[config.mk]
export PLATFORM = sky130hd
export DESIGN_NAME = tlga_top
export DESIGN_NICKNAME = d
export VERILOG_FILES = /design/src/tlga_pkg.sv /design/src/tlga_top.sv
export SDC_FILE = /design/constraint.sdc
export NUM_CORES = 2
export LEC_CHECK = 0
export ABC_AREA = 1
export BUFFER_PORTS_ARGS = -buffer_cell sky130_fd_sc_hd__buf_4
export CAP_MARGIN = 20
export CORE_AREA = 2 2 633 635
export CTS_CLUSTER_DIAMETER = 40
export DETAILED_ROUTE_END_ITERATION = 16
export DIE_AREA = 0 0 635 637
export SLEW_MARGIN = 20
export SYNTH_ARGS = -nofsm -noshare
export SYNTH_HDL_FRONTEND = slang
export SYNTH_SLANG_ARGS = --single-unit
[constraint.sdc]
create_clock -name ref_clk -period 4.15 [get_ports ref_clk]
set_input_delay 0.415 -clock ref_clk [delete_from_list [all_inputs] [get_ports ref_clk]]
set_output_delay 0.415 -clock ref_clk [all_outputs]
set_load 0.05 [all_outputs]
[src/tlga_pkg.sv]
package tlga_pkg;

   // ==========================================================
   // Object numbering of the disabling gates
   localparam int DG_NUM = 4;
   localparam int DG_IN_OBJ_BASE = 94;
   localparam int DG_OUT_OBJ_BASE = 95;
   localparam int DG_DIS_OBJ_BASE = 96;
   localparam int DG_OBJ_STEP = 3;
   localparam int DG_VAL_W = 16;

   // ==========================================================
   // Logic gate sizing
   localparam int LG_NUM = 16;
   localparam int LG_IN_NUM = 4;
   localparam int LG_CNT_W = 5;

   // ==========================================================
   // Value widths, operations, delay modes
   typedef enum logic [1:0] {
      TLGA_W_BIT = 2'b00,
      TLGA_W_BYTE = 2'b01,
      TLGA_W_WORD = 2'b10
   } tlga_width_e;

   typedef enum logic [1:0] {
      TLGA_OP_AND = 2'b00,
      TLGA_OP_OR = 2'b01,
      TLGA_OP_XOR = 2'b10,
      TLGA_OP_ANDFB = 2'b11
   } tlga_op_e;

   typedef enum logic [1:0] {
      TLGA_DLY_SUPPRESS = 2'b00,
      TLGA_DLY_TIMED = 2'b01,
      TLGA_DLY_NONE = 2'b10
   } tlga_dly_e;

   localparam logic [DG_VAL_W-1:0] DG_MASK_BIT = 16'h0001;
   localparam logic [DG_VAL_W-1:0] DG_MASK_BYTE = 16'h00ff;
   localparam logic [DG_VAL_W-1:0] DG_MASK_WORD = 16'hffff;

   // ==========================================================
   // Timing: delays and cycle times count in 100 ms ticks
   localparam int CLK_HZ = 100_000_000;
   localparam int TICK_MS = 100;
   localparam int TICK_CYC = (CLK_HZ / 1000) * TICK_MS;
   localparam int DELAY_MAX_MIN = 100;
   localparam int DELAY_MAX_TICKS = DELAY_MAX_MIN * 60 * 1000 / TICK_MS;
   localparam int TIMER_W = 16;
   localparam int TICK_CNT_W = 32;

endpackage

[src/tlga_top.sv]
module tlga_top
   import tlga_pkg::*;
#(
   parameter int NUM_DG = DG_NUM,
   parameter int NUM_LG = LG_NUM,
   parameter int TICK_CYCLES = TICK_CYC
) (
   input wire logic ref_clk,
   input wire logic rst_n,
   // Disabling gate configuration
   input wire logic [NUM_DG-1:0][1:0] dg_width,
   input wire logic [NUM_DG-1:0] dg_block_on_one,
   input wire logic [NUM_DG-1:0] dg_init_blocked,
   input wire logic [NUM_DG-1:0] dg_src_int,
   // Disabling gate objects
   input wire logic [NUM_DG-1:0] dg_in_wr,
   input wire logic [NUM_DG-1:0][DG_VAL_W-1:0] dg_in_val,
   input wire logic [NUM_DG-1:0] dg_int_wr,
   input wire logic [NUM_DG-1:0][DG_VAL_W-1:0] dg_int_val,
   input wire logic [NUM_DG-1:0] dg_dis_wr,
   input wire logic [NUM_DG-1:0] dg_dis_val,
   output logic [NUM_DG-1:0] dg_out_req,
   output logic [NUM_DG-1:0][DG_VAL_W-1:0] dg_out_val,
   input wire logic [NUM_DG-1:0] dg_out_ack,
   output logic [NUM_DG-1:0] dg_blocked,
   // Logic gate configuration
   input wire logic [LG_CNT_W-1:0] lg_count,
   input wire logic [NUM_LG-1:0][1:0] lg_op,
   input wire logic [NUM_LG-1:0][1:0] lg_n_in,
   input wire logic [NUM_LG-1:0][LG_IN_NUM-1:0] lg_in_inv,
   input wire logic [NUM_LG-1:0][LG_IN_NUM-1:0] lg_in_int,
   input wire logic [NUM_LG-1:0] lg_out_inv,
   input wire logic [NUM_LG-1:0] lg_send_change,
   input wire logic [NUM_LG-1:0][1:0] lg_on_mode,
   input wire logic [NUM_LG-1:0][TIMER_W-1:0] lg_on_delay,
   input wire logic [NUM_LG-1:0][1:0] lg_off_mode,
   input wire logic [NUM_LG-1:0][TIMER_W-1:0] lg_off_delay,
   input wire logic [NUM_LG-1:0] lg_cyc_en,
   input wire logic [NUM_LG-1:0][TIMER_W-1:0] lg_cyc_period,
   // Logic gate objects
   input wire logic [NUM_LG-1:0][LG_IN_NUM-1:0] lg_in_wr,
   input wire logic [NUM_LG-1:0][LG_IN_NUM-1:0] lg_in_val,
   input wire logic [NUM_LG-1:0][LG_IN_NUM-1:0] lg_int_wr,
   input wire logic [NUM_LG-1:0][LG_IN_NUM-1:0] lg_int_val,
   output logic [NUM_LG-1:0] lg_out_req,
   output logic [NUM_LG-1:0] lg_out_val,
   input wire logic [NUM_LG-1:0] lg_out_ack
);

   // ==========================================================
   // Initialisation and 100 ms tick
   logic init_done;
   logic [TICK_CNT_W-1:0] tick_cnt;
   logic tick;

   always_ff @(posedge ref_clk or negedge rst_n) begin
      if (!rst_n) begin
         init_done <= 1'b0;
      end else begin
         init_done <= 1'b1;
      end
   end

   assign tick = (tick_cnt == TICK_CNT_W'(TICK_CYCLES - 1));

   always_ff @(posedge ref_clk or negedge rst_n) begin
      if (!rst_n) begin
         tick_cnt <= '0;
      end else if (tick) begin
         tick_cnt <= '0;
      end else begin
         tick_cnt <= tick_cnt + 1'b1;
      end
   end

   // ==========================================================
   // Disabling gates
   genvar g;
   generate
      for (g = 0; g < NUM_DG; g++) begin : g_dg
         logic blocked;
         logic pending;
         logic [DG_VAL_W-1:0] latest;
         logic use_int;
         logic wr;
         logic [DG_VAL_W-1:0] val;
         logic next_blocked;
         logic send;

         always_comb begin
            use_int = dg_src_int[g] && (dg_width[g] != TLGA_W_BYTE);
            wr = init_done && (use_int ? dg_int_wr[g] : dg_in_wr[g]);
            unique case (dg_width[g])
               TLGA_W_BIT: val = DG_MASK_BIT;
               TLGA_W_BYTE: val = DG_MASK_BYTE;
               default: val = DG_MASK_WORD;
            endcase
            val = val & (use_int ? dg_int_val[g] : dg_in_val[g]);
            next_blocked = blocked;
            if (init_done && dg_dis_wr[g]) begin
               next_blocked = (dg_dis_val[g] == dg_block_on_one[g]);
            end
            // Release with a value held back sends it at once
            send = (wr && !next_blocked)
               || (blocked && !next_blocked && pending);
         end

         always_ff @(posedge ref_clk or negedge rst_n) begin
            if (!rst_n) begin
               blocked <= 1'b0;
            end else if (!init_done) begin
               blocked <= dg_init_blocked[g];
            end else begin
               blocked <= next_blocked;
            end
         end

         always_ff @(posedge ref_clk or negedge rst_n) begin
            if (!rst_n) begin
               latest <= '0;
               pending <= 1'b0;
            end else begin
               if (wr) begin
                  latest <= val;
               end
               if (wr && next_blocked) begin
                  pending <= 1'b1;
               end else if (send) begin
                  pending <= 1'b0;
               end
            end
         end

         // New send while one waits replaces its value
         always_ff @(posedge ref_clk or negedge rst_n) begin
            if (!rst_n) begin
               dg_out_req[g] <= 1'b0;
               dg_out_val[g] <= '0;
            end else if (send) begin
               dg_out_req[g] <= 1'b1;
               dg_out_val[g] <= wr ? val : latest;
            end else if (dg_out_ack[g]) begin
               dg_out_req[g] <= 1'b0;
            end
         end

         assign dg_blocked[g] = blocked;
      end
   endgenerate

   // ==========================================================
   // Logic gates
   genvar i;
   generate
      for (i = 0; i < NUM_LG; i++) begin : g_lg
         logic [LG_IN_NUM-1:0] st;
         logic [LG_IN_NUM-1:0] next_st;
         logic [LG_IN_NUM-1:0] mask;
         logic [LG_IN_NUM-1:0] wr;
         logic [LG_IN_NUM-1:0] val;
         logic gate_en;
         logic ev;
         logic res;
         logic [1:0] mode;
         logic [TIMER_W-1:0] dly;
         logic pend;
         logic pend_val;
         logic [TIMER_W-1:0] pend_cnt;
         logic expire;
         logic commit;
         logic commit_val;
         logic out_st;
         logic out_new;
         logic send_ok;
         logic [TIMER_W-1:0] cyc_cnt;
         logic cyc_fire;

         always_comb begin
            gate_en = init_done && (LG_CNT_W'(i) < lg_count);
            mask = 4'hf >> (2'h3 - lg_n_in[i]);
            for (int k = 0; k < LG_IN_NUM; k++) begin
               // Internal value, e.g. a limit flag, or external object
               wr[k] = gate_en && mask[k] && (lg_in_int[i][k] ?
                  lg_int_wr[i][k] : lg_in_wr[i][k]);
               val[k] = (lg_in_int[i][k] ? lg_int_val[i][k]
                  : lg_in_val[i][k]) ^ lg_in_inv[i][k];
            end
            next_st = st;
            for (int k = 0; k < LG_IN_NUM; k++) begin
               if (wr[k]) begin
                  next_st[k] = val[k];
               end
            end
            if (lg_op[i] == TLGA_OP_ANDFB
                && |(wr & ~val & mask & 4'he)) begin
               next_st[0] = 1'b0;
            end
            ev = |wr;
            unique case (lg_op[i])
               TLGA_OP_OR: res = |(next_st & mask);
               TLGA_OP_XOR: res = ^(next_st & mask);
               default: res = &(next_st | ~mask);
            endcase
            mode = res ? lg_on_mode[i] : lg_off_mode[i];
            dly = res ? lg_on_delay[i] : lg_off_delay[i];
            if (dly == '0) begin
               dly = TIMER_W'(1);
            end
            expire = pend && tick && (pend_cnt <= TIMER_W'(1));
            commit = ev ? (mode == TLGA_DLY_NONE) : expire;
            commit_val = ev ? res : pend_val;
            out_new = commit_val ^ lg_out_inv[i];
            send_ok = !lg_send_change[i] || (out_new != out_st);
            cyc_fire = gate_en && lg_cyc_en[i] && tick
               && (cyc_cnt + 1'b1 >= lg_cyc_period[i]);
         end

         always_ff @(posedge ref_clk or negedge rst_n) begin
            if (!rst_n) begin
               st <= '0;
            end else if (ev) begin
               st <= next_st;
               if (commit && lg_op[i] == TLGA_OP_ANDFB) begin
                  st[0] <= res;
               end
            end else if (commit && lg_op[i] == TLGA_OP_ANDFB) begin
               st[0] <= commit_val;
            end
         end

         // Every telegram restarts the delay toward its new result in timed mode, and clears it in the other modes
         always_ff @(posedge ref_clk or negedge rst_n) begin
            if (!rst_n) begin
               pend <= 1'b0;
               pend_val <= 1'b0;
               pend_cnt <= '0;
            end else if (ev) begin
               pend <= (mode == TLGA_DLY_TIMED);
               pend_val <= res;
               pend_cnt <= dly;
            end else if (expire) begin
               pend <= 1'b0;
            end else if (pend && tick) begin
               pend_cnt <= pend_cnt - 1'b1;
            end
         end

         always_ff @(posedge ref_clk or negedge rst_n) begin
            if (!rst_n) begin
               out_st <= 1'b0;
            end else if (commit) begin
               out_st <= out_new;
            end
         end

         always_ff @(posedge ref_clk or negedge rst_n) begin
            if (!rst_n) begin
               cyc_cnt <= '0;
            end else if (!(gate_en && lg_cyc_en[i]) || cyc_fire) begin
               cyc_cnt <= '0;
            end else if (tick) begin
               cyc_cnt <= cyc_cnt + 1'b1;
            end
         end

         // Registered output: closing any loop through inputs is safe
         always_ff @(posedge ref_clk or negedge rst_n) begin
            if (!rst_n) begin
               lg_out_req[i] <= 1'b0;
               lg_out_val[i] <= 1'b0;
            end else if (commit && send_ok) begin
               lg_out_req[i] <= 1'b1;
               lg_out_val[i] <= out_new;
            end else if (cyc_fire) begin
               lg_out_req[i] <= 1'b1;
               lg_out_val[i] <= out_st;
            end else if (lg_out_ack[i]) begin
               lg_out_req[i] <= 1'b0;
            end
         end
      end
   endgenerate

endmodule

Word level (Yosys, flattened, before mapping)
Cells that the tools add are included.

storage, ports and cells
  flip-flop bits (word level) = 829
  input port bits = 1519
  output and inout port bits = 104
  word-level logic and storage cells = 1761

cells by class
  add/subtract/negate cells = 49
  $lt $le $gt $ge = 48
  equal/unequal tests = 125
  shifts and indexed selects = 16
  multiplexer cells = 585
  bitwise operators = 180
  reductions and logical operators = 592

operators by type and width
  kind                                                             number
  two-way mux 16 bit                                               120
  two-way mux 1 bit                                                428
  logical AND 1 bit                                                300
  adder 16 x 1 -> 16 bit, second input constant                    16
  greater-or-equal comparator 16 bit                               16
  less-or-equal comparator 16 x 1 -> 1 bit, second input constant  16
  zero test 16 bit                                                 16
  subtractor 16 x 1 -> 16 bit, second input constant               16
  bitwise AND 4 bit                                                48
  nonzero test 2 bit                                               88
  NOT 4 bit                                                        32
  one-hot mux 16 bit (2 select lines)                              4
  OR reduction 4 bit                                               32
  == test 2 bit, second input constant                             48
  XOR 1 bit                                                        80
  == test 2 x 1 -> 1 bit, second input constant                    36
  bitwise AND 16 bit                                               4
  OR 4 bit                                                         16
  AND reduction 4 bit                                              16
  parity 4 bit                                                     16
  right shift 4 x 2 -> 4 bit, first input constant                 16
  nonzero test 3 bit                                               16
  OR reduction 3 bit                                               16
  < comparator 4 x 5 -> 1 bit, first input constant                8
  17 further kinds                                                 191

Logic depth before layout (Yosys ltp)
  depth in word-level cells = 18
  gate-level depth with buffers = 27
  mapped depth without buffers = 26

Least setup slack after synthesis
OpenSTA, ideal clock, no wires.

  path type = input to register
  start = input lg_count[4]
  end = register g_lg[4].pend_cnt[0]
  arrival = 3319 ps
  setup slack = 715 ps
  stages = 24
  cell sequence = nor2_4 > nand2_2 > nor2_1 > nor2_1 > buf_2 > nand3_1 > nand3_1 > a21oi_2 > inv_1 > ha_1 > or2_2 > nand3_1 > a21o_1 > buf_1 > buf_1 > nand3_1 > nand2_1 > nor2_1 > nand2_1 > nor2_1 > nand2_1 > nand2_1 > nand2_1 > nand2_1

between the ends
  cells in the longest elaborated chain, start to end = 16

ends and longest elaborated chain
  what                                               RTL line                                           RTL
  start, declared                                    tlga_top.sv:27                                     input wire logic [LG_CNT_W-1:0] lg_count,
  < comparator 3 x 5 -> 1 bit (*)                    tlga_top.sv:179                                    gate_en = init_done && (LG_CNT_W'(i) < lg_count);
  logical AND 1 bit (*)                              tlga_top.sv:179
  logical AND 1 bit (2 in series)                    tlga_top.sv:183                                    wr[k] = gate_en && mask[k] && (lg_in_int[i][k] ?
  bitwise AND 4 bit (2 in series)                    tlga_top.sv:195                                    && |(wr & ~val & mask & 4'he)) begin
  OR reduction 3 bit                                 tlga_top.sv:195
  logical AND 1 bit                                  tlga_top.sv:195
  two-way mux 1 bit                                  tlga_top.sv:194                                    if (lg_op[i] == TLGA_OP_ANDFB
  OR 4 bit or bitwise AND 4 bit (tied branches)      tlga_top.sv:202, tlga_top.sv:200, tlga_top.sv:201
  AND reduction 4 bit, or another cell as far along  tlga_top.sv:202                                    default: res = &(next_st | ~mask);
  one-hot mux 1 bit (2 select lines)                 tlga_top.sv:199                                    unique case (lg_op[i])
  two-way mux 16 bit                                 tlga_top.sv:205                                    dly = res ? lg_on_delay[i] : lg_off_delay[i];
  zero test 16 bit                                   tlga_top.sv:206                                    if (dly == '0) begin
  two-way mux 16 bit                                 tlga_top.sv:206
  two-way mux 16 bit                                 tlga_top.sv:237                                    end else if (ev) begin
  end signal, assigned                               tlga_top.sv:240                                    pend_cnt <= dly;
  end signal, assigned                               tlga_top.sv:244                                    pend_cnt <= pend_cnt - 1'b1;
  end, declared                                      tlga_top.sv:168                                    logic [TIMER_W-1:0] pend_cnt;

Every way passes the cells marked *; elsewhere a longest branch is shown, timed or not.
A chain may end at the register's enable or synchronous reset.

Final worst setup path
  start = input lg_in_inv[46] in the netlist's numbering
  end = register g_lg[11].pend

between the ends
  cells in the longest elaborated chain, start to end = 13

ends and longest elaborated chain
  what                                               RTL line                                           RTL
  start, declared                                    tlga_top.sv:30                                     input wire logic [NUM_LG-1:0][LG_IN_NUM-1:0] lg_in_inv,
  XOR 1 bit (*)                                      tlga_top.sv:186                                    : lg_in_val[i][k]) ^ lg_in_inv[i][k];
  NOT 4 bit                                          tlga_top.sv:195
  bitwise AND 4 bit (2 in series)                    tlga_top.sv:195
  OR reduction 3 bit                                 tlga_top.sv:195
  logical AND 1 bit                                  tlga_top.sv:195
  two-way mux 1 bit                                  tlga_top.sv:194
  OR 4 bit or bitwise AND 4 bit (tied branches)      tlga_top.sv:202, tlga_top.sv:200, tlga_top.sv:201
  AND reduction 4 bit, or another cell as far along  tlga_top.sv:202
  one-hot mux 1 bit (2 select lines) (*)             tlga_top.sv:199
  two-way mux 2 bit (*)                              tlga_top.sv:204                                    mode = res ? lg_on_mode[i] : lg_off_mode[i];
  == test 2 x 1 -> 1 bit (*)                         tlga_top.sv:238                                    pend <= (mode == TLGA_DLY_TIMED);
  two-way mux 1 bit (*)                              tlga_top.sv:237
  end signal, assigned                               tlga_top.sv:238
  end, declared                                      tlga_top.sv:166                                    logic pend;

Marks and branches as above.

==> metrics.cfg <==
[floorplanning]
die_h_um = 637
start_util = 0.1584
die_x_um = 635
io_pins = 1623
die_area_um2 = 404500
fp-row-count = 232
core_um2 = 398000

[synthesis]
synth-main-ff-cell = dfrtp_1
post_synth_instance_area_um2 = 63020
yosysSeqAreaShare = 0.3292
yosysUniqueCellTypes = 63
synth_edf_count = 0
synth_top_area_cell = dfrtp_1
synth_nets = 11210
async_flop_share = 1.000
synth_warnings = 0
synth_seq_cells = 829
synth_top_area_frac = 0.3292
synthCells = 9302
avgSynthCellArea_um2 = 6.775
ys_top_cells_by_area = dfrtp_1 33%, nand2_1 16%, inv_1 8.0%, ha_1 7.6%, nand3_1 5.7%

[global_routing]
use_met3 = 0.04002
grt_pass1_wl_um = 500300
grt-ovfl-total = 0
grt_usage = 0.1701
antenna_found_initial = 151
grt_pass1_vias = 71270
grt_max_degree = 135
grtUsageMet1 = 0.1946
grt_use_met2 = 0.2945
grt_busiest_layer = met2

[power_and_ir_drop]
power_frac_comb = 0.334
p_sw_mw = 15.64
p_leak_nw = 50.20
seqPwrFrac = 0.266
power.density_nw_per_um2 = 427.8
ir_drop_mv = 0.3542
internal_power_mw = 26.91
switching_share = 0.3676
p_clk_frac = 0.400

[min_path]
hp-class = input port to flip-flop
hold_depth = 5
hold_start = lg_on_delay[189]
hold_end = g_lg[11].pend_cnt[13]

[job]
max_cap_viol_count = 0

[detailed_routing]
wire_per_inst_um = 20.48
wirelength_um = 359300
firstDrtPassIters = 9
drcViolationCount = 0
drt_iter0_drc = 5893
viasPerCell = 4.194
route.antenna.remaining_nets = 0
dr_total_vias = 73580

[worst_setup_path]
worstReg2RegEnd = g_lg[0].pend_cnt[6]
worstPathArrival_ns = 4.91
worst_setup_path_start_kind = input port
worstPathMaxFanout = 6
crit_required_ns = 4.95
endpoint_kind = flip-flop
reg2reg_from = init_done
ff2ff_path_depth = 19
critPathKind = input port to flip-flop
r2r_slack_ns = 0.17

[clocking]
clock-sinks = 829
tritoncts = yes
cts_inserted_buffers = 203
clock_latency_ns = 0.90
cts_max_level = 4
clk_pin_slew_ns = 0.05
clock_path_buffers = 4
clockRootBuffer = clkbuf_16

[timing]
layout_min_cycle_time_ns = 4.109
rsz0062_at_grt = true
tns_ns = 0
timing.fmax_mhz = 243.4
fin_ws_ns = 0.04090
whs_ns = 0.01501
worstMarginPinSlew_ns = 1.078
maxSlewViolCount = 0
fin_skew_ns = 0.08512
finalCritPeriodShare = 0.9901
slew_headroom = 0.2790
final-hold-violation-count = 0
setup_viol = 0

[placed_design]
place.gp.congestion = 0.9769
portBuffers = 1622
placed_area_um2 = 82930
dp_hpwl_um = 302000
dpl_worst_slack_ns = -0.03687

[final_layout]
layout_common_cells = 2,650 x nand2_1, 1,853 x buf_4, 1,347 x inv_1, 881 x nor2_1, 846 x dlygate4sd3_1
final_common_cell = nand2_1
syn_to_final_growth_pct = 57.82
drive_above_1_share = 0.2049
final_nets = 13930
finalInstanceArea_um2 = 99460

[run_status]
outcome = completed

## worst max-delay path by stage
stage / slack, ns / startpoint / to / cells past startpoint
final: 0.04 / lg_in_inv[46] / g_lg[11].pend / 19
after detailed placement: -0.04 / lg_in_int[20] / lg_out_val[5] / 20
after global routing: -0.11 / g_lg[1].cyc_cnt[0] / lg_out_req[1] / 19
after global placement: -0.30 / g_lg[5].cyc_cnt[0] / g_lg[5].cyc_cnt[15] / 20
after floorplan: 0.71 / lg_count[4] / g_lg[4].pend_cnt[0] / 24
after CTS: 0.009 / init_done / g_lg[7].pend_cnt[4] / 21
## cell families (layout without fill, tap and decap cells)
group                      count (synthesis)  count (layout)  share of synthesized area
AOI/OAI and AO/OA                       1361            1361                     0.1251
buffers and inverters                   1602            4496                    0.09736
xor gates and xnor gates                 363             363                    0.05045
muxes                                     48              48                   0.008577
other                                      1              83                 0.00005950
adders and majority gates                385             385                    0.07644
and+or+nand+nor                         4713            4714                     0.3129
DFF                                      829             829                     0.3292
## power by group through the flow
stage                     Clock [mW]  Combinational, mW  Sequential, mW
after floorplan                    0               6.55            12.2
after global placement             0               12.6            11.4
after detailed placement           0               12.7            11.4
after CTS                       17.5               14.1            11.3
after global routing            17.8               15.7            11.6
final                           17.0               14.2            11.3
## sequential cells by signal, indices dropped and copies added (netlist names)
| name | cells |
|---|---|
| lg_out_val | 16 |
| g_lg.pend | 16 |
| g_lg.st | 64 |
| g_lg.out_st | 16 |
| dg_out_val | 64 |
| g_dg.latest | 64 |
| init_done | 1 |
| g_dg.pending | 4 |
| dg_out_req | 4 |
| g_lg.pend_cnt | 256 |
| g_lg.cyc_cnt | 256 |
| tick_cnt | 32 |
| g_dg.blocked | 4 |
| lg_out_req | 16 |
| g_lg.pend_val | 16 |
## per-layer routing
metal | part of all wire | vias to the layer above
li1 | - | 35710
met1 | 0.39 | 34430
met2 | 0.49 | 2693
met3 | 0.072 | 703
met4 | 0.053 | 44
met5 | 0.00077 | -
## repair_timing
item                                    CTS  global route
hold buffers                            854             1
endpoints found under the setup margin    0           229
setup buffers                             0            23
hold endpoints to repair                812             1
resized for setup                         0            90
## through the flow
stage / power, mW / instances / utilization
detailed placement: 24.08 / 16210 / 0.2084
finish: 42.55 / 17540 / 0.2499
global route: 45.03 / 17520 / 0.2498
CTS: 42.88 / 17440 / 0.2482
global placement: 23.94 / 16210 / 0.2084
floorplan: 18.80 / 9302 / -
## cells in the mapped netlist, types with 23 or more instances
cell type and n:
nor2_1 888, or2_2 53, buf_2 42, xnor2_1 66, o211ai_1 58, buf_1 23, nand4_1 80, o21ai_0 431
clkbuf_1 137, a31oi_1 107, mux2_2 48, inv_1 1351, nor3_1 147, clkinv_1 25, o21a_1 34, o22ai_1 128
xor2_1 297, ha_1 385, a22oi_1 35, nand2_1 2666, nor4_1 42, o31ai_1 50, a21oi_1 382, o21ai_1 43
nand3_1 722, dfrtp_1 829, nand3b_1 33
## final cells by class
class | count | area [um^2]
Fill cell | 43560 | 298500
Multi-Input combinational cell | 6872 | 36480
Timing Repair Buffer | 2735 | 22960
Sequential cell | 829 | 20750
Tap cell | 5265 | 6588
Clock buffer | 243 | 5450
Inverter | 1385 | 5207
Clock inverter | 133 | 1831
Antenna cell | 82 | 205.2
## critical path, cell delays in order
cell	delay, ns
dlygate4sd3_1	0.55
buf_4	0.14
inv_1	0.04
nand2_1	0.04
dlygate4sd3_1	0.56
nand2_1	0.09
dlygate4sd3_1	0.56
nand2_1	0.07
nand2_1	0.07
nand2_1	0.08
ha_1	0.32
or2_2	0.30
a32oi_1	0.17
or2_2	0.15
a21boi_4	0.32
buf_4	0.18
o21ai_0	0.10
dlygate4sd3_1	0.59
o21ai_0	0.18
No activity file was read; power rests on OpenSTA's default activity.
